[src/flash_cmd_pkg.sv]
// Shared constants and types for the flash command decoder
package flash_cmd_pkg;

	// ************************************************
	// Widths
	// ************************************************
	localparam int ADDR_W = 20;
	localparam int SECT_W = 6;
	localparam int BANK_W = 1;
	localparam int DATA_W = 32;
	localparam int CFG_W = 16;

	// ************************************************
	// Unlock addresses and command codes
	// ************************************************
	localparam logic [10:0] UNL_A1 = 11'h555;
	localparam logic [10:0] UNL_A2 = 11'h2aa;
	localparam logic [7:0] CMD_RESET = 8'hf0;
	localparam logic [7:0] CMD_UNL1 = 8'haa;
	localparam logic [7:0] CMD_UNL2 = 8'h55;
	localparam logic [7:0] CMD_AUTO = 8'h90;
	localparam logic [7:0] CMD_PGM = 8'ha0;
	localparam logic [7:0] CMD_ERASE = 8'h80;
	localparam logic [7:0] CMD_CHIP = 8'h10;
	localparam logic [7:0] CMD_SECT = 8'h30;
	localparam logic [7:0] CMD_SUSP = 8'hb0;
	localparam logic [7:0] CMD_RESUME = 8'h30;
	localparam logic [7:0] CMD_CFG = 8'hd0;
	localparam logic [7:0] CMD_BYP = 8'h20;
	localparam logic [7:0] CMD_SEC_IN = 8'h88;
	localparam logic [7:0] CMD_EXIT = 8'h00;
	localparam logic [7:0] CMD_PWD_PGM = 8'h38;
	localparam logic [7:0] CMD_PWD_VFY = 8'hc8;
	localparam logic [7:0] CMD_PWD_UNL = 8'h28;
	localparam logic [7:0] CMD_NV = 8'h60;
	localparam logic [7:0] CMD_NV_PGM = 8'h68;
	localparam logic [7:0] CMD_NV_CHK = 8'h48;
	localparam logic [7:0] CMD_NV_ERA = 8'h60;
	localparam logic [7:0] CMD_NV_ERA_CHK = 8'h40;
	localparam logic [7:0] CMD_VOL = 8'h48;
	localparam logic [7:0] CMD_VOL_STAT = 8'h58;
	localparam logic [7:0] CMD_FREEZE = 8'h78;

	// ************************************************
	// Low address patterns, as {A5,A4,A3,A1,A0}; PAT_ALL as {A5,A4,A3,A2,A1,A0}
	// ************************************************
	localparam logic [4:0] PAT_PWM = 5'h06;
	localparam logic [4:0] PAT_PSM = 5'h0a;
	localparam logic [4:0] PAT_SEC = 5'h0e;
	localparam logic [5:0] PAT_ALL = 6'h3a;

	// ************************************************
	// Identification read offsets, status values and password operation codes
	// ************************************************
	localparam logic [7:0] ID_MAKER = 8'h00;
	localparam logic [7:0] ID_DEV1 = 8'h01;
	localparam logic [7:0] ID_PPB = 8'h02;
	localparam logic [7:0] ID_DEV2 = 8'h0e;
	localparam logic [7:0] ID_DEV3 = 8'h0f;
	localparam logic [DATA_W-1:0] PPB_SET_VAL = 32'h0000_0000;
	localparam logic [DATA_W-1:0] PPB_CLR_VAL = 32'h0000_0001;
	localparam logic [1:0] PWD_OP_PGM = 2'h0;
	localparam logic [1:0] PWD_OP_VFY = 2'h1;
	localparam logic [1:0] PWD_OP_UNL = 2'h2;

	// ************************************************
	// Types
	// ************************************************
	typedef struct packed {
		logic valid;
		logic we;
		logic [ADDR_W-1:0] addr;
		logic [DATA_W-1:0] data;
	} bus_cyc_t;

	typedef struct packed {
		logic dyb_we;
		logic dyb_val;
		logic ppb_set;
		logic ppb_clr_all;
		logic [SECT_W-1:0] sect;
	} lock_wr_t;

	typedef enum logic [4:0] {
		ST_READ, ST_U1, ST_U2, ST_AUTO, ST_PGM, ST_E1, ST_E2, ST_E3,
		ST_CFG, ST_PWD, ST_NV, ST_NV_PROG, ST_NV_ERA, ST_NV_CHK,
		ST_DYB_WR, ST_DYB_STAT, ST_BYP, ST_BYP_PGM, ST_BYP_ERA, ST_BYP_RST
	} cmd_st_t;

	typedef struct packed {
		cmd_st_t st;
		logic bypass;
		logic secure_map;
		logic suspended;
		logic [1:0] pwd_op;
		logic [63:0] password;
		logic [1:0] pwd_ok;
		logic ppb_freeze;
		logic pw_lock;
		logic pers_lock;
		logic secure_lock;
		logic [CFG_W-1:0] cfg;
		logic [SECT_W-1:0] erase_sect;
		logic erase_chip;
		logic rd_strobe;
		logic rd_status;
		logic [DATA_W-1:0] rd_data;
		logic pgm_req;
		logic erase_req;
		logic [ADDR_W-1:0] op_addr;
		logic [DATA_W-1:0] op_data;
		logic suspend_req;
		logic resume_req;
		lock_wr_t lw;
	} dec_state_t;

	localparam dec_state_t DEC_RST = '0;

endpackage

[src/sector_lock_store.sv]
// Per-sector volatile and persistent lock bits
`timescale 1ns/1ns
`default_nettype none
module sector_lock_store import flash_cmd_pkg::*; #(
	parameter int N_SECT = 2**SECT_W
) (
	input wire logic ref_clk, // 10 MHz clock
	input wire logic sys_rst, // Sync reset
	input wire lock_wr_t wr, // Lock update
	input wire logic [SECT_W-1:0] rd_sect, // Sector looked up
	output logic dyb_bit, // Volatile lock of rd_sect
	output logic ppb_bit // Persistent lock of rd_sect
);

	typedef struct packed {
		logic [N_SECT-1:0] volatile_sector_lock;
		logic [N_SECT-1:0] persistent_sector_lock;
	} lock_state_t;

	lock_state_t s_r;
	lock_state_t s_nxt;

	if (N_SECT != 2**SECT_W) begin : g_chk
		$error("N_SECT must equal 2**SECT_W");
	end

	always_comb begin
		s_nxt = s_r;
		if (wr.dyb_we) begin
			s_nxt.volatile_sector_lock[wr.sect] = wr.dyb_val;
		end
		if (wr.ppb_set) begin
			s_nxt.persistent_sector_lock[wr.sect] = 1'b1;
		end
		if (wr.ppb_clr_all) begin
			s_nxt.persistent_sector_lock = '0;
		end
	end

	// Persistent bits have no backing store here, so reset clears them too
	always_ff @(posedge ref_clk) begin
		if (sys_rst) begin
			s_r <= '0;
		end else begin
			s_r <= s_nxt;
		end
	end

	assign dyb_bit = s_r.volatile_sector_lock[rd_sect];
	assign ppb_bit = s_r.persistent_sector_lock[rd_sect];

endmodule // sector_lock_store
`default_nettype wire

[src/flash_protection_command_decoder.sv]
// Write-cycle command decoder with sector protection commands
// Notes on behaviour
// - Unlock cycles compare only address bits A10-A0 and data bits DQ7-DQ0.
// - Write of F0 returns to read, or to bypass in bypass mode, keeping any erase suspend.
// - In read-array state, plain reads return array data with no commands.
// - Part code spans fourth, fifth and sixth reads; all three must be read.
// - Short bypass commands only after bypass entry; 90/00 exits bypass.
// - Suspend only during sector erase, with bank; suspended allows reads, programs, query.
// - Resume honoured only while erase-suspended, addressed to the bank.
// - Configuration write sequence ignored while busy or suspended.
// - 555/AA, 2AA/55, 555/88 enters secure area mapping.
// - 555/AA, 2AA/55, 555/90, then XX/00 leaves secure area.
// - 555/AA, 2AA/55, 555/38, then word; A0 picks password half.
// - After 60, 68 programs bit, 48 plus read verify; reissue on 0.
// - After 60, 60 at 111010 erases all persistent locks, 40 then verify.
// - Query read at sector plus 02 gives 00 when locked, 01 otherwise.
// - Status reads of further sectors need no new command sequence.
// - Protection status reads give DQ0 high when protected, low otherwise.
// - 555/48 then sector write: data bit 0 sets or clears volatile lock.
// - Mode lock bits use 60, 68, 48 at patterns 001X10 and 010X10.
// - After 60, read at 011X10 gives secure area lock on DQ0.
`timescale 1ns/1ns
`default_nettype none
module flash_protection_command_decoder import flash_cmd_pkg::*; #(
	parameter logic [DATA_W-1:0] MAKER_CODE = 32'h0000_0011, // Arbitrary value
	parameter logic [DATA_W-1:0] DEV_CODE1 = 32'h0000_0022, // Arbitrary value
	parameter logic [DATA_W-1:0] DEV_CODE2 = 32'h0000_0033, // Arbitrary value
	parameter logic [DATA_W-1:0] DEV_CODE3 = 32'h0000_0044 // Arbitrary value
) (
	input wire logic ref_clk, // 10 MHz clock
	input wire logic sys_rst, // Sync reset, active high
	input wire bus_cyc_t cyc, // One bus cycle per valid pulse
	input wire logic embed_busy, // Embedded program or erase running
	input wire logic erase_running, // Sector erase running
	output logic rd_strobe, // Read answer pulse
	output logic rd_status, // Answer is status, not array
	output logic [DATA_W-1:0] rd_data, // Status read data
	output logic pgm_req, // Program request pulse
	output logic erase_req, // Erase request pulse
	output logic erase_chip, // Last erase was whole chip
	output logic [ADDR_W-1:0] op_addr, // Program or erase address
	output logic [DATA_W-1:0] op_data, // Program data
	output logic suspend_req, // Erase suspend pulse
	output logic resume_req, // Erase resume pulse
	output logic suspended, // Erase suspend mode
	output logic bypass, // Unlock bypass mode
	output logic secure_map, // Array maps to secure area
	output logic autoselect, // Query mode
	output logic [CFG_W-1:0] cfg, // Configuration word
	output logic pwd_unlocked // Both password halves matched
);

	// ************************************************
	// Helpers
	// ************************************************
	function automatic logic [SECT_W-1:0] sect_of(input logic [ADDR_W-1:0] a);
		return a[ADDR_W-1 -: SECT_W];
	endfunction

	function automatic logic [BANK_W-1:0] bank_of(input logic [ADDR_W-1:0] a);
		return a[ADDR_W-1 -: BANK_W];
	endfunction

	function automatic logic [4:0] pat_of(input logic [ADDR_W-1:0] a);
		return {a[5:3], a[1:0]};
	endfunction

	dec_state_t s_r;
	dec_state_t s_nxt;
	logic dyb_bit;
	logic ppb_bit;
	logic nv_bit;
	logic [7:0] d8;
	logic unl1;
	logic unl2;
	logic at555;
	logic protect;
	logic capture;
	logic bank_ok;
	cmd_st_t idle;

	sector_lock_store #(
		.N_SECT(2**SECT_W)
	) u_locks (
		.ref_clk(ref_clk),
		.sys_rst(sys_rst),
		.wr(s_r.lw),
		.rd_sect(sect_of(cyc.addr)),
		.dyb_bit(dyb_bit),
		.ppb_bit(ppb_bit)
	);

	// ************************************************
	// Cycle decode
	// ************************************************
	assign d8 = cyc.data[7:0];
	assign at555 = cyc.addr[10:0] == UNL_A1;
	assign unl1 = at555 && d8 == CMD_UNL1;
	assign unl2 = cyc.addr[10:0] == UNL_A2 && d8 == CMD_UNL2;
	assign protect = ppb_bit || dyb_bit;
	assign bank_ok = bank_of(cyc.addr) == s_r.erase_sect[SECT_W-1 -: BANK_W];
	// States whose next write is data, where F0 is an ordinary value
	assign capture = s_r.st inside {ST_PGM, ST_BYP_PGM, ST_CFG, ST_PWD, ST_DYB_WR};
	assign idle = s_r.bypass ? ST_BYP : ST_READ;

	always_comb begin
		unique case (pat_of(cyc.addr))
			PAT_SEC: nv_bit = s_r.secure_lock;
			PAT_PWM: nv_bit = s_r.pw_lock;
			PAT_PSM: nv_bit = s_r.pers_lock;
			default: nv_bit = ppb_bit;
		endcase
	end

	// ************************************************
	// Command state machine
	// ************************************************
	always_comb begin
		s_nxt = s_r;
		s_nxt.rd_strobe = 1'b0;
		s_nxt.pgm_req = 1'b0;
		s_nxt.erase_req = 1'b0;
		s_nxt.suspend_req = 1'b0;
		s_nxt.resume_req = 1'b0;
		s_nxt.lw = '0;
		if (cyc.valid && !cyc.we) begin
			s_nxt.rd_strobe = 1'b1;
			s_nxt.rd_status = 1'b1;
			s_nxt.rd_data = '0;
			unique case (s_r.st)
				ST_AUTO: begin
					unique case (cyc.addr[7:0])
						ID_MAKER: s_nxt.rd_data = MAKER_CODE;
						ID_DEV1: s_nxt.rd_data = DEV_CODE1;
						ID_DEV2: s_nxt.rd_data = DEV_CODE2;
						ID_DEV3: s_nxt.rd_data = DEV_CODE3;
						ID_PPB: s_nxt.rd_data = ppb_bit ? PPB_SET_VAL : PPB_CLR_VAL;
						default: s_nxt.rd_status = 1'b0;
					endcase
				end
				ST_NV, ST_NV_CHK: s_nxt.rd_data[0] = nv_bit;
				ST_DYB_STAT: s_nxt.rd_data[1:0] = {s_r.ppb_freeze, dyb_bit};
				ST_PWD: begin
					// A locked password mode never reads the password back
					if (s_r.pwd_op == PWD_OP_VFY && !s_r.pw_lock) begin
						s_nxt.rd_data = cyc.addr[0] ? s_r.password[63:32] : s_r.password[31:0];
					end
					s_nxt.st = idle;
				end
				default: s_nxt.rd_status = 1'b0;
			endcase
		end else if (cyc.valid) begin
			if (d8 == CMD_RESET && !capture) begin
				s_nxt.st = idle;
			end else begin
				unique case (s_r.st)
					ST_READ: begin
						if (unl1) begin
							s_nxt.st = ST_U1;
						end else if (d8 == CMD_SUSP && erase_running && !s_r.erase_chip
							&& !s_r.suspended && bank_ok) begin
							s_nxt.suspended = 1'b1;
							s_nxt.suspend_req = 1'b1;
						end else if (d8 == CMD_RESUME && s_r.suspended && bank_ok) begin
							s_nxt.suspended = 1'b0;
							s_nxt.resume_req = 1'b1;
						end
					end
					ST_U1: s_nxt.st = unl2 ? ST_U2 : idle;
					ST_U2: begin
						s_nxt.st = idle;
						if (at555) begin
							unique case (d8)
								CMD_AUTO: s_nxt.st = ST_AUTO;
								CMD_PGM: s_nxt.st = ST_PGM;
								CMD_ERASE: s_nxt.st = ST_E1;
								CMD_CFG: begin
									if (!embed_busy && !s_r.suspended) begin
										s_nxt.st = ST_CFG;
									end
								end
								CMD_BYP: begin
									s_nxt.bypass = 1'b1;
									s_nxt.st = ST_BYP;
								end
								CMD_SEC_IN: s_nxt.secure_map = 1'b1;
								CMD_PWD_PGM: begin
									s_nxt.pwd_op = PWD_OP_PGM;
									s_nxt.st = ST_PWD;
								end
								CMD_PWD_VFY: begin
									s_nxt.pwd_op = PWD_OP_VFY;
									s_nxt.st = ST_PWD;
								end
								CMD_PWD_UNL: begin
									s_nxt.pwd_op = PWD_OP_UNL;
									s_nxt.st = ST_PWD;
								end
								CMD_NV: s_nxt.st = ST_NV;
								CMD_VOL: s_nxt.st = ST_DYB_WR;
								CMD_VOL_STAT: s_nxt.st = ST_DYB_STAT;
								CMD_FREEZE: s_nxt.ppb_freeze = 1'b1;
								default: s_nxt.st = idle;
							endcase
						end
					end
					ST_AUTO: begin
						if (d8 == CMD_EXIT) begin
							s_nxt.secure_map = 1'b0;
						end
						s_nxt.st = unl1 ? ST_U1 : idle;
					end
					ST_PGM, ST_BYP_PGM: begin
						// Erase-suspend programs must stay out of the erasing sector
						if (!protect && (!embed_busy || s_r.suspended)
							&& !(s_r.suspended && sect_of(cyc.addr) == s_r.erase_sect)) begin
							s_nxt.pgm_req = 1'b1;
							s_nxt.op_addr = cyc.addr;
							s_nxt.op_data = cyc.data;
						end
						s_nxt.st = idle;
					end
					ST_E1: s_nxt.st = unl1 ? ST_E2 : idle;
					ST_E2: s_nxt.st = unl2 ? ST_E3 : idle;
					ST_E3, ST_BYP_ERA: begin
						if (!embed_busy && !s_r.suspended) begin
							if (d8 == CMD_CHIP && (at555 || s_r.st == ST_BYP_ERA)) begin
								s_nxt.erase_req = 1'b1;
								s_nxt.erase_chip = 1'b1;
								s_nxt.op_addr = cyc.addr;
							end else if (d8 == CMD_SECT && s_r.st == ST_E3 && !protect) begin
								s_nxt.erase_req = 1'b1;
								s_nxt.erase_chip = 1'b0;
								s_nxt.erase_sect = sect_of(cyc.addr);
								s_nxt.op_addr = cyc.addr;
							end
						end
						s_nxt.st = idle;
					end
					ST_BYP: begin
						unique case (d8)
							CMD_PGM: s_nxt.st = ST_BYP_PGM;
							CMD_ERASE: s_nxt.st = ST_BYP_ERA;
							CMD_AUTO: s_nxt.st = ST_BYP_RST;
							default: s_nxt.st = ST_BYP;
						endcase
					end
					ST_BYP_RST: begin
						if (d8 == CMD_EXIT) begin
							s_nxt.bypass = 1'b0;
							s_nxt.st = ST_READ;
						end else begin
							s_nxt.st = ST_BYP;
						end
					end
					ST_CFG: begin
						s_nxt.cfg = cyc.data[CFG_W-1:0];
						s_nxt.st = idle;
					end
					ST_PWD: begin
						if (s_r.pwd_op == PWD_OP_PGM) begin
							if (cyc.addr[0]) begin
								s_nxt.password[63:32] = cyc.data;
							end else begin
								s_nxt.password[31:0] = cyc.data;
							end
						end else if (s_r.pwd_op == PWD_OP_UNL) begin
							s_nxt.pwd_ok[cyc.addr[0]] = cyc.addr[0]
								? cyc.data == s_r.password[63:32]
								: cyc.data == s_r.password[31:0];
							if (&s_nxt.pwd_ok) begin
								s_nxt.ppb_freeze = 1'b0;
							end
						end
						s_nxt.st = idle;
					end
					ST_NV: begin
						s_nxt.st = idle;
						if (d8 == CMD_NV_PGM) begin
							s_nxt.st = ST_NV_PROG;
							unique case (pat_of(cyc.addr))
								PAT_PWM: s_nxt.pw_lock = 1'b1;
								PAT_PSM: s_nxt.pers_lock = 1'b1;
								PAT_SEC: s_nxt.secure_lock = 1'b1;
								default: begin
									s_nxt.lw.ppb_set = !s_r.ppb_freeze;
									s_nxt.lw.sect = sect_of(cyc.addr);
								end
							endcase
						end else if (d8 == CMD_NV_ERA && cyc.addr[5:0] == PAT_ALL) begin
							s_nxt.lw.ppb_clr_all = !s_r.ppb_freeze;
							s_nxt.st = ST_NV_ERA;
						end
					end
					ST_NV_PROG: s_nxt.st = d8 == CMD_NV_CHK ? ST_NV_CHK : idle;
					ST_NV_ERA: s_nxt.st = d8 == CMD_NV_ERA_CHK ? ST_NV_CHK : idle;
					ST_DYB_WR: begin
						s_nxt.lw.dyb_we = 1'b1;
						s_nxt.lw.dyb_val = cyc.data[0];
						s_nxt.lw.sect = sect_of(cyc.addr);
						s_nxt.st = idle;
					end
					default: s_nxt.st = unl1 ? ST_U1 : idle;
				endcase
			end
		end
	end

	always_ff @(posedge ref_clk) begin
		if (sys_rst) begin
			s_r <= DEC_RST;
		end else begin
			s_r <= s_nxt;
		end
	end

	assign rd_strobe = s_r.rd_strobe;
	assign rd_status = s_r.rd_status;
	assign rd_data = s_r.rd_data;
	assign pgm_req = s_r.pgm_req;
	assign erase_req = s_r.erase_req;
	assign erase_chip = s_r.erase_chip;
	assign op_addr = s_r.op_addr;
	assign op_data = s_r.op_data;
	assign suspend_req = s_r.suspend_req;
	assign resume_req = s_r.resume_req;
	assign suspended = s_r.suspended;
	assign bypass = s_r.bypass;
	assign secure_map = s_r.secure_map;
	assign autoselect = s_r.st == ST_AUTO;
	assign cfg = s_r.cfg;
	assign pwd_unlocked = &s_r.pwd_ok;
endmodule // flash_protection_command_decoder
`default_nettype wire

[config.mk]
export PLATFORM = sky130hd
export DESIGN_NAME = flash_protection_command_decoder
export DESIGN_NICKNAME = d
export VERILOG_FILES = /design/src/flash_cmd_pkg.sv /design/src/sector_lock_store.sv /design/src/flash_protection_command_decoder.sv
export SDC_FILE = /design/constraint.sdc
export NUM_CORES = 1
export LEC_CHECK = 0
export BUFFER_PORTS_ARGS = -buffer_cell sky130_fd_sc_hd__buf_2
export CAP_MARGIN = 0
export CORE_MARGIN = 1
export CORE_UTILIZATION = 45
export CTS_CLUSTER_DIAMETER = 120
export CTS_CLUSTER_SIZE = 10
export DETAILED_ROUTE_END_ITERATION = 7
export MAX_ROUTING_LAYER = met4
export PLACE_DENSITY_LB_ADDON = 0.1
export RECOVER_POWER = 100
export SLEW_MARGIN = 20
export SYNTH_ARGS = -nofsm -noshare
export SYNTH_HDL_FRONTEND = slang
export SYNTH_SLANG_ARGS = --single-unit
[constraint.sdc]
create_clock -name ref_clk -period 3.95 [get_ports ref_clk]
set_clock_uncertainty 0.2 [all_clocks]
set_input_delay 0.1975 -clock ref_clk [delete_from_list [all_inputs] [get_ports ref_clk]]
set_output_delay 0.1975 -clock ref_clk [all_outputs]
set_load 0.03 [all_outputs]
Yosys cells after proc, flatten, opt, wreduce, memory -nomap -nowiden
Index checks and enable logic that the tools add are counted.
W data, S select, Z words.
{"block": "word_totals", "n_memories": 0, "in_bits": 58, "reg_bits": 331, "romBits": 0, "elab_cells": 292, "mem_bits_rw": 0, "latch_bits": 0}
{"block": "classes", "div_mod_pow": 0, "order_cmp": 5, "bitwise_logic": 16, "n_shift": 0, "n_eq_ne": 70, "addsub": 0, "n_reduce_logical": 82, "mux": 88, "mul": 0}
{"cell": "$mux W32", "count": 4}
{"cell": "$mux W103", "count": 1}
{"cell": "$mux W98", "count": 1}
{"cell": "$mux W5", "count": 15}
{"cell": "$eq A8 B8 Y1 const B", "count": 9}
{"cell": "$mux W66", "count": 1}
{"cell": "$bwmux W64", "count": 1}
{"cell": "$eq A32 B32 Y1", "count": 2}
{"cell": "$mux W64", "count": 1}
{"cell": "$or A64 B64 Y64", "count": 1}
{"cell": "$pmux W30 S2", "count": 1}
{"cell": "$eq A8 B7 Y1 const B", "count": 7}
{"cell": "$pmux W5 S11", "count": 1}
{"cell": "$reduce_and A6 Y1", "count": 9}
{"cell": "$mux W52", "count": 1}
{"cell": "$eq A5 B4 Y1 const B", "count": 10}
{"cell": "$pmux W5 S9", "count": 1}
{"cell": "$mux W21", "count": 2}
{"cell": "$pmux W20 S2", "count": 1}
{"cell": "$pmux W7 S5", "count": 1}
{"cell": "$mux W34", "count": 1}
{"cell": "$eq A8 B6 Y1 const B", "count": 4}
{"cell": "$mux W7", "count": 4}
{"cell": "$reduce_and A7 Y1", "count": 4}
{"cell": "60 further kinds", "count": 178}

Depth between registers and ports, before layout
Gate-level depths: netlist of run 1.
{"block": "depth", "ltp_word": 13, "mapped_depth": 11, "ltp_nobuf": 7}

By module
A second synthesis of run 1 with hierarchy kept.
{"block": "unflattened", "cells_unflattened": 1934, "area_unflattened_um2": 16079.2}
{"module": "flash_protection_command_decoder", "seq_area_each_um2": 4063.9, "cells_per_inst": 1257, "area_each_um2": 10286.1, "instances": 1}
{"module": "sector_lock_store", "seq_area_each_um2": 2562.5, "cells_per_inst": 677, "area_each_um2": 5793.1, "instances": 1}

Worst setup path before layout of run 1
No wires, ideal clock.
{"block": "synth_path", "path_kind": "input port to flip-flop", "startpoint": "in cyc[47] in the netlist's numbering", "endpoint": "reg s_r (netlist bit op_addr[0])", "path_buffers": 4, "path_slack_ns": 1.052, "setup_time_ns": 0.121, "stages": 11, "arrival_time_ns": 2.577, "cell_sequence": "buf_2 buf_2 buf_2 mux4_2 a22oi_1 a311oi_1 a31oi_1 nand4_2 a32o_1 buf_4 mux2i_1"}
{"block": "synth_via", "elab_chain_len": 8}
{"element": "start, declared", "line_no": "flash_protection_command_decoder.sv:32", "source": "input wire bus_cyc_t cyc,"}
{"element": "$bmux W1 S6 (on tied branches)", "line_no": "sector_lock_store.sv:50, sector_lock_store.sv:49"}
{"element": "$mux W1 (on tied branches)", "line_no": "sector_lock_store.sv:50, sector_lock_store.sv:49"}
{"element": "$logic_or A1 B1 Y1", "line_no": "flash_protection_command_decoder.sv:100", "source": "assign protect = ppb_bit || dyb_bit;"}
{"element": "$logic_not A1 Y1", "line_no": "flash_protection_command_decoder.sv:215, flash_protection_command_decoder.sv:231"}
{"element": "$logic_and A1 B1 Y1", "line_no": "flash_protection_command_decoder.sv:215", "source": "if (!protect && (!embed_busy || s_r.suspended)"}
{"element": "$logic_and A1 B1 Y1", "line_no": "flash_protection_command_decoder.sv:216", "source": "&& !(s_r.suspended && sect_of(cyc.addr) == s_r.erase_sect)) begin"}
{"element": "$ne A2 B2 Y1 (no line)"}
{"element": "$reduce_and A7 Y1 (no line) *"}
{"element": "end signal, assigned", "line_no": "flash_protection_command_decoder.sv:313", "source": "s_r <= s_nxt;"}
{"element": "end, declared", "line_no": "flash_protection_command_decoder.sv:68", "source": "dec_state_t s_r;"}
Mark *: on every way between the ends. The rest lies on a longest branch, timed or not. The select of a mux whose other input is x is not followed.
A chain may end at the register's enable or synchronous reset.

Final worst setup path of run 1
{"block": "layout_path", "startpoint": "in cyc[1] in the netlist's numbering", "endpoint": "reg s_r (netlist bit op_data[31])"}
{"block": "layout_via", "elab_chain_len": 4}
{"element": "$eq A8 B8 Y1", "line_no": "flash_protection_command_decoder.sv:153", "source": "if (d8 == CMD_RESET && !capture) begin"}
{"element": "$logic_and A1 B1 Y1", "line_no": "flash_protection_command_decoder.sv:153"}
{"element": "$not A1 Y1 (no line)"}
{"element": "$reduce_and A5 Y1 (no line)"}
No other way between the ends.

==> results of run 1 <==
-- layout by cell type (no fill, tap or decap), types with 4 or more instances in the layout --
cell	count
o21ai_0	108
nor4_1	18
a21oi_1	150
nand3_1	89
buf_4	27
nor2b_1	15
and3_1	5
nor4b_1	8
xnor2_1	41
nand3b_1	24
clkbuf_16	40
a221oi_1	5
buf_2	53
or2_2	5
a31oi_1	10
inv_1	16
a22oi_1	6
nand2_1	83
mux2_2	6
nor3b_1	4
mux4_2	32
o22ai_1	11
clkbuf_1	121
dfxtp_1	330
nand4_1	18
nor2_1	247
and2_1	9
dlygate4sd3_1	57
or3_1	5
clkbuf_2	5
mux2i_1	183
nand2b_1	41
and2_0	4
nor3_1	20
-- sequential cells by signal, summed over array words and instances, names as in the netlist --
signal,count
u_locks.s_r,128
s_r,93
op_data,32
rd_data,32
op_addr,20
cfg,16
bypass,1
erase_chip,1
erase_req,1
pgm_req,1
rd_status,1
rd_strobe,1
resume_req,1
secure_map,1
suspend_req,1
suspended,1
-- cell type report --
type                    count  area share [%]
diodes                      1          0.0140
inverters                  17           0.357
clock inverters             3           0.189
flip-flops and latches    331            37.1
well taps                 455            3.19
multi-input cells        1217            44.6
clock buffers              41            5.63
repair buffers            267            8.89
-- power groups by stage --
stage          clock network (mW)  logic (mW)  registers, mW
2_1_floorplan                   0       0.222           3.41
3_3_place_gp                    0       0.362           3.41
3_5_place_dp                    0       0.363           3.41
4_1_cts                      3.23       0.402           3.34
5_1_grt                      3.36       0.431           3.34
6_report                     3.15       0.402           3.34
-- cell families (layout without fill, tap and decap cells) --
family                    Yosys count  count (layout)  share of synthesized area (%)
AOI/OAI and AO/OA                 329             329                           11.7
DFF                               331             331                           41.5
other                               0               1                              0
buffers and inverters             255             328                           8.61
muxes                             221             221                           16.4
and+or+nand+nor                   624             624                           19.4
xor gates and xnor gates           43              43                           2.36
-- timing repair --
item,CTS,global route
setup endpoints to repair,0,4
hold buffers,57,0
hold endpoints to repair,135,0
resized for setup,0,3
-- metal layers --
metal / up-vias / routed length [microns] / part of all wire [%] / global-route usage [%]
met3: 67 / 2910 / 6.1 / 3.24
met5: - / 0 / 0 / -
met2: 491 / 21900 / 46 / 42.2
met4: 0 / 945 / 2.0 / 6.95
met1: 6462 / 21900 / 46 / 36.5
li1: 6358 / - / - / -
-- through the flow --
step	hold WS [ns]	utilization, %	setup slack, ns
final	0.0274	51.4	0.0966
after global routing	0.0231	51.4	0.0207
after CTS	0.00156	52.1	0.0399
after detailed placement	0.238	47.4	0.426
after global placement	0.235	47.4	0.475
after floorplan	0.117	-	1.05
-- worst min path at each step --
stage | start | endpoint | slack, ns
after CTS | cyc[7] | op_data[7]$_SDFFE_PP0P_ | 0.002
after detailed placement | rd_data[7]$_SDFFE_PP0P_ | rd_data[7]$_SDFFE_PP0P_ | 0.24
after global routing | cyc[7] | op_data[7]$_SDFFE_PP0P_ | 0.02
after floorplan | cyc[53] | pgm_req$_SDFF_PP0_ | 0.12
final | cyc[47] | op_addr[15]$_SDFFE_PP0P_ | 0.03
after global placement | rd_data[22]$_SDFFE_PP0P_ | rd_data[22]$_SDFFE_PP0P_ | 0.24
-- tightest hold or removal path, delay by kind of cell --
family | cells | cell delay (ns)
buffers and inverters | 1 | 0.27
and+or+nand+nor | 1 | 0.16
muxes | 1 | 0.07
==> load_flow_metrics.sql, run 1 <==
INSERT INTO impl_metrics (metric_group, metric, value, unit) VALUES
('run_status', 'result_of_the_run', 'finished with violations', ''),
('run_status', 'violated_checks', 'capacitance limit, slew limit', ''),
('placement', 'detailed_place_hpwl', '30900', 'microns'),
('critical_path', 'reg2regPathDepth', '10', ''),
('floorplan', 'io-pin-count', '170', ''),
('sta', 'timing.final.max_slew_violations', '105', ''),
('layout', 'layout.filler_cells', '3365', ''),
('floorplan', 'initial_core_util', '46.0', '%'),
('cts', 'clk_transition_reported_paths', '0.06', 'ns'),
('layout', 'final_design_instance_area_without_fill', '0.0179', 'sq mm'),
('critical_path', 'crit_path_start', 'cyc[1]', ''),
('synth', 'asyncSetResetFlopFracSynth', '0', '%'),
('cts', 'cts_buffer_depth', '3', ''),
('critical_path', 'setup.reg_to_reg.worst_slack', '0.16', 'ns'),
('synth', 'area_share_of_the_largest_cell_type_after_synthesis', '41.5', '%'),
('synth', 'synth_warnings', '0', ''),
('flow_run', 'max_cap_viol_count', '6', ''),
('sta', 'period_utilization', '97.6', '%'),
('grt', 'antenna_found_initial', '1', ''),
('cts', 'numCtsBuffers', '39', ''),
('layout', 'final_layout_size_suffix_gt1_share', '10.2', '%'),
('critical_path', 'critical_path_cell_list', 'dlygate4sd3_1 > clkbuf_1 > nor3_1 > or4b_2 > o211ai_1 > buf_4 > nor3_1 > nand4_4 > buf_6 > mux2i_1 > nor2_1 > dlygate4sd3_1', ''),
('cts', 'total_clock_sinks', '331', ''),
('sta', 'achievable-frequency', '260', 'MHz'),
('sta', 'final-hold-violation-count', '0', ''),
('grt', 'largest_net_degree_at_the_start_of_global_routing', '202', ''),
('synth', 'synth_top_cell_by_area', 'dfxtp_1', ''),
('floorplan', 'die_w', '190', 'microns'),
('critical_path', 'setup.worst_path.class', 'in -> reg', ''),
('power', 'final_total_pwr', '6.89', 'mW'),
('layout', 'multi_input_logic_area', '0.00796', 'sq mm'),
('sta', 'finalWorstPathRequiredPeriod', '3.85', 'ns'),
('synth', 'postSynthNetCount', '1861', ''),
('route', 'firstDrtPassIters', '6', ''),
('placement', 'postPlaceCellArea', '0.0165', 'sq mm'),
('synth', 'synth_commonest_cells', 'dfxtp_1, nor2_1, mux2i_1', ''),
('cts', 'worst_skew_pair.late_latency', '0.55', 'ns'),
('sta', 'fin_setup_tns', '0', 'ns'),
('min_path', 'worstHoldPathCells', '3', ''),
('critical_path', 'path_depth', '12', ''),
('cts', 'htreeDepth', '2', ''),
('synth', 'synthesis.area', '0.0160', 'sq mm'),
('cts', 'clock_tree.root_cell', 'clkbuf_16', ''),
('power', 'share_comb_of_total_power', '5.8', '%'),
('synth', 'post_synth.cell_area_avg', '8.85', 'sq um'),
('route', 'dr_total_vias', '13400', ''),
('critical_path', 'crit_path_max_incr_delay', '0.67', 'ns'),
('layout', 'fin_cells', '2332', ''),
('critical_path', 'timing.critical_path.slowest_stage_cell', 'or4b_2', ''),
('placement', 'gp_congestion', '0.933', ''),
('grt', 'first_global_vias', '12700', ''),
('synth', 'synthesis.instances', '1803', ''),
('cts', 'tritoncts', 'yes', ''),
('sta', 'max-slew-margin-rel', '-30.8', '%'),
('route', 'drt_iter0_drc', '1082', ''),
('layout', 'syn2layout_area_growth', '11.9', '%'),
('power', 'power_density_over_cell_area', '386', 'mW/mm^2'),
('critical_path', 'critical_path_required', '4.16', 'ns'),
('critical_path', 'reg2reg_to', 'op_data[31]$_SDFFE_PP0P_', ''),
('power', 'p_leak', '6.96', 'nW'),
('critical_path', 'startpoint_type', 'input pin', ''),
('sta', 'setup_repair_after_global_routing_missed_its_margin', 'no', ''),
('floorplan', 'design.core.area', '0.0347', 'sq mm'),
('power', 'sw_share', '23.4', '%'),
('route', 'viasPerCell', '5.74', ''),
('critical_path', 'arrival', '4.06', 'ns'),
('critical_path', 'crit_path_end_kind', 'register', ''),
('critical_path', 'crit_path_end', 'op_data[31]$_SDFFE_PP0P_', ''),
('layout', 'ff_latch_area', '0.00663', 'sq mm'),
('placement', 'io_buffer_count', '169', ''),
('sta', 'tightest_slew', '1.95', 'ns');
No activity file was read; power rests on OpenSTA's default activity.
==> run 2, diff against run 1 <==
- BUFFER_PORTS_ARGS: -buffer_cell sky130_fd_sc_hd__buf_2 -> default
- DONT_BUFFER_PORTS: default -> 1
==> load_flow_metrics.sql, run 2 (synthesis gave the netlist of run 1 again) <==
INSERT INTO impl_metrics (metric_group, metric, value, unit) VALUES
('floorplan', 'die_w', '190', 'microns'),
('cts', 'tritoncts', 'yes', ''),
('layout', 'layout_commonest_cell', 'dfxtp_1', ''),
('critical_path', 'arrival', '4.02', 'ns'),
('route', 'detail_route.wl_per_cell', '22.7', 'microns'),
('grt', 'largest_net_degree_at_the_start_of_global_routing', '225', ''),
('grt', 'first_global_vias', '12500', ''),
('cts', 'htreeDepth', '2', ''),
('sta', 'setup_repair_after_global_routing_missed_its_margin', 'no', ''),
('route', 'viasPerCell', '5.93', ''),
('route', 'firstDrtPassIters', '5', ''),
('layout', 'antenna-diode-count', '0', ''),
('run_status', 'result_of_the_run', 'finished with violations', ''),
('placement', 'detailed_place_hpwl', '29400', 'microns'),
('critical_path', 'critical_path_peak_fanout', '32', ''),
('layout', 'final_layout_size_suffix_gt1_share', '7.45', '%'),
('route', 'antenna_violating_nets_post_route', '0', ''),
('placement', 'gp_congestion', '0.895', ''),
('cts', 'post-cts-setup-buffers', '0', ''),
('sta', 'fin_ws', '0.143', 'ns'),
('placement', 'io_buffer_count', '0', ''),
('sta', 'finalWorstPathRequiredPeriod', '3.81', 'ns'),
('sta', 'period_utilization', '96.4', '%'),
('route', 'route.final.wire_length', '49300', 'microns'),
('sta', 'achievable-frequency', '263', 'MHz'),
('floorplan', 'rows', '68', ''),
('layout', 'syn2layout_area_growth', '8.72', '%'),
('grt', 'grt.total_usage', '27.6', '%'),
('sta', 'final-hold-violation-count', '13', ''),
('placement', 'pre_cts_slack', '0.646', 'ns'),
('min_path', 'hold_path_class', 'in -> reg', ''),
('sta', 'max-slew-margin-rel', '-89.4', '%'),
('cts', 'total_clock_sinks', '331', ''),
('sta', 'tightest_slew', '2.82', 'ns'),
('power', 'power_density_over_cell_area', '388', 'mW/mm^2'),
('layout', 'largest_register_ffs', '128', ''),
('run_status', 'violated_checks', 'hold timing, capacitance limit, slew limit', ''),
('floorplan', 'initial_core_util', '46.0', '%'),
('grt', 'antenna_found_initial', '0', ''),
('critical_path', 'crit_path_end_kind', 'register', ''),
('floorplan', 'design.core.area', '0.0347', 'sq mm'),
('layout', 'final_cell_mix', 'dfxtp_1, nor2_1, mux2i_1', ''),
('cts', 'cts_buffer_depth', '3', ''),
('power', 'ir_drop', '0.448', 'mV'),
('layout', 'post-route-util', '50.0', '%'),
('layout', 'final_design_instance_area_without_fill', '0.0174', 'sq mm'),
('grt', 'grt_first_pass_wirelength', '75100', 'microns'),
('route', 'drt_iter0_drc', '972', ''),
('critical_path', 'critical_path_required', '4.17', 'ns'),
('critical_path', 'setup.worst_path.class', 'in -> reg', ''),
('floorplan', 'io-pin-count', '170', ''),
('flow_run', 'max_cap_viol_count', '5', ''),
('cts', 'clock_tree.root_cell', 'clkbuf_16', ''),
('layout', 'fin_cells', '2174', ''),
('floorplan', 'chipHeight', '190', 'microns'),
('route', 'drc', '0', ''),
('cts', 'numCtsBuffers', '39', ''),
('layout', 'final_nets', '1775', ''),
('layout', 'largest-register', 'u_locks.s_r', ''),
('critical_path', 'crit_path_start', 'cyc[0]', ''),
('floorplan', 'die-area', '0.0362', 'sq mm'),
('layout', 'layout.filler_cells', '3340', ''),
('min_path', 'worstHoldPathCells', '2', ''),
('sta', 'fin_setup_tns', '0', 'ns'),
('cts', 'clk_transition_reported_paths', '0.05', 'ns'),
('power', 'p_leak', '6.69', 'nW'),
('placement', 'place_inst', '2047', ''),
('sta', 'whs', '-0.0441', 'ns'),
('layout', 'largest_registers', 'u_locks.s_r x128, s_r x93', ''),
('power', 'final_total_pwr', '6.73', 'mW'),
('critical_path', 'reg2regPathDepth', '11', ''),
('grt', 'grt_remaining_overflow', '0', ''),
('critical_path', 'startpoint_type', 'input pin', ''),
('route', 'dr_total_vias', '12900', ''),
('placement', 'postPlaceCellArea', '0.0155', 'sq mm'),
('cts', 'worst_skew_pair.late_latency', '0.54', 'ns'),
('min_path', 'hold_start', 'sys_rst', ''),
('sta', 'setup_failing_eps_final', '0', ''),
('critical_path', 'timing.rr.start', 's_r[200]$_SDFFE_PP0P_', ''),
('sta', 'timing.final.max_slew_violations', '85', '');
==> run 2: cell types whose count changed in the layout (fill, tap and decap cells not counted), sizes merged <==
| cell | delta |
|---|---|
| clkbuf | -118 |
| buf | -64 |
| dlygate4sd3 | +25 |
| clkinv | +1 |
| diode | -1 |
| inv | -1 |
==> run 2: area by class of cell <==
class / count / area [sq um] / area share (%)
clock buffer: 40 / 980 / 5.65
clock inverter: 3 / 41.3 / 0.238
sequential: 331 / 6630 / 38.2
inverter: 17 / 63.8 / 0.368
multi-input combinational: 1217 / 8000 / 46.1
timing repair buffer: 111 / 1070 / 6.16
tap: 455 / 569 / 3.28
==> run 2: critical path: stages <==
cell and delay [ns]:
dlygate4sd3_1 0.72, nor3_1 0.27, buf_4 0.23, or4b_2 0.64, o211ai_1 0.25, buf_4 0.21
nor3_1 0.09, nand4_4 0.13, buf_6 0.40, mux2i_1 0.25, nor2_1 0.05, dlygate4sd3_1 0.55
==> run 2: report_power, final <==
group / switching (mW) / total [mW] / internal [mW]
clock: 1.31 / 3.06 / 1.75
combinational: 0.191 / 0.324 / 0.132
sequential: 0.00211 / 3.34 / 3.34
total: 1.50 / 6.73 / 5.23
==> run 2: path summary, 6_finish.rpt <==
| check | to | slack [ns] |
|---|---|---|
| max | op_data[28]$_SDFFE_PP0P_ | 0.14 |
| min | cfg[2]$_SDFFE_PP0P_ | -0.04 |
| max reg2reg | op_data[28]$_SDFFE_PP0P_ | 0.24 |
| min reg2reg | u_locks.s_r[36]$_SDFFE_PP0P_ | 0.26 |
==> run 2: repair_timing <==
| action | in CTS | in global routing |
|---|---|---|
| endpoints found under the hold margin | 267 | 0 |
| gates resized for setup | 0 | 3 |
| hold buffers | 84 | 0 |
| endpoints found under the setup margin | 0 | 9 |
==> run 2: per-layer routing <==
layer | global-route usage, % | share of wire [%]
met1 | 35.2 | 43
met2 | 44.5 | 47
met3 | 4.86 | 7.0
met4 | 8.25 | 2.8
met5 | - | 0
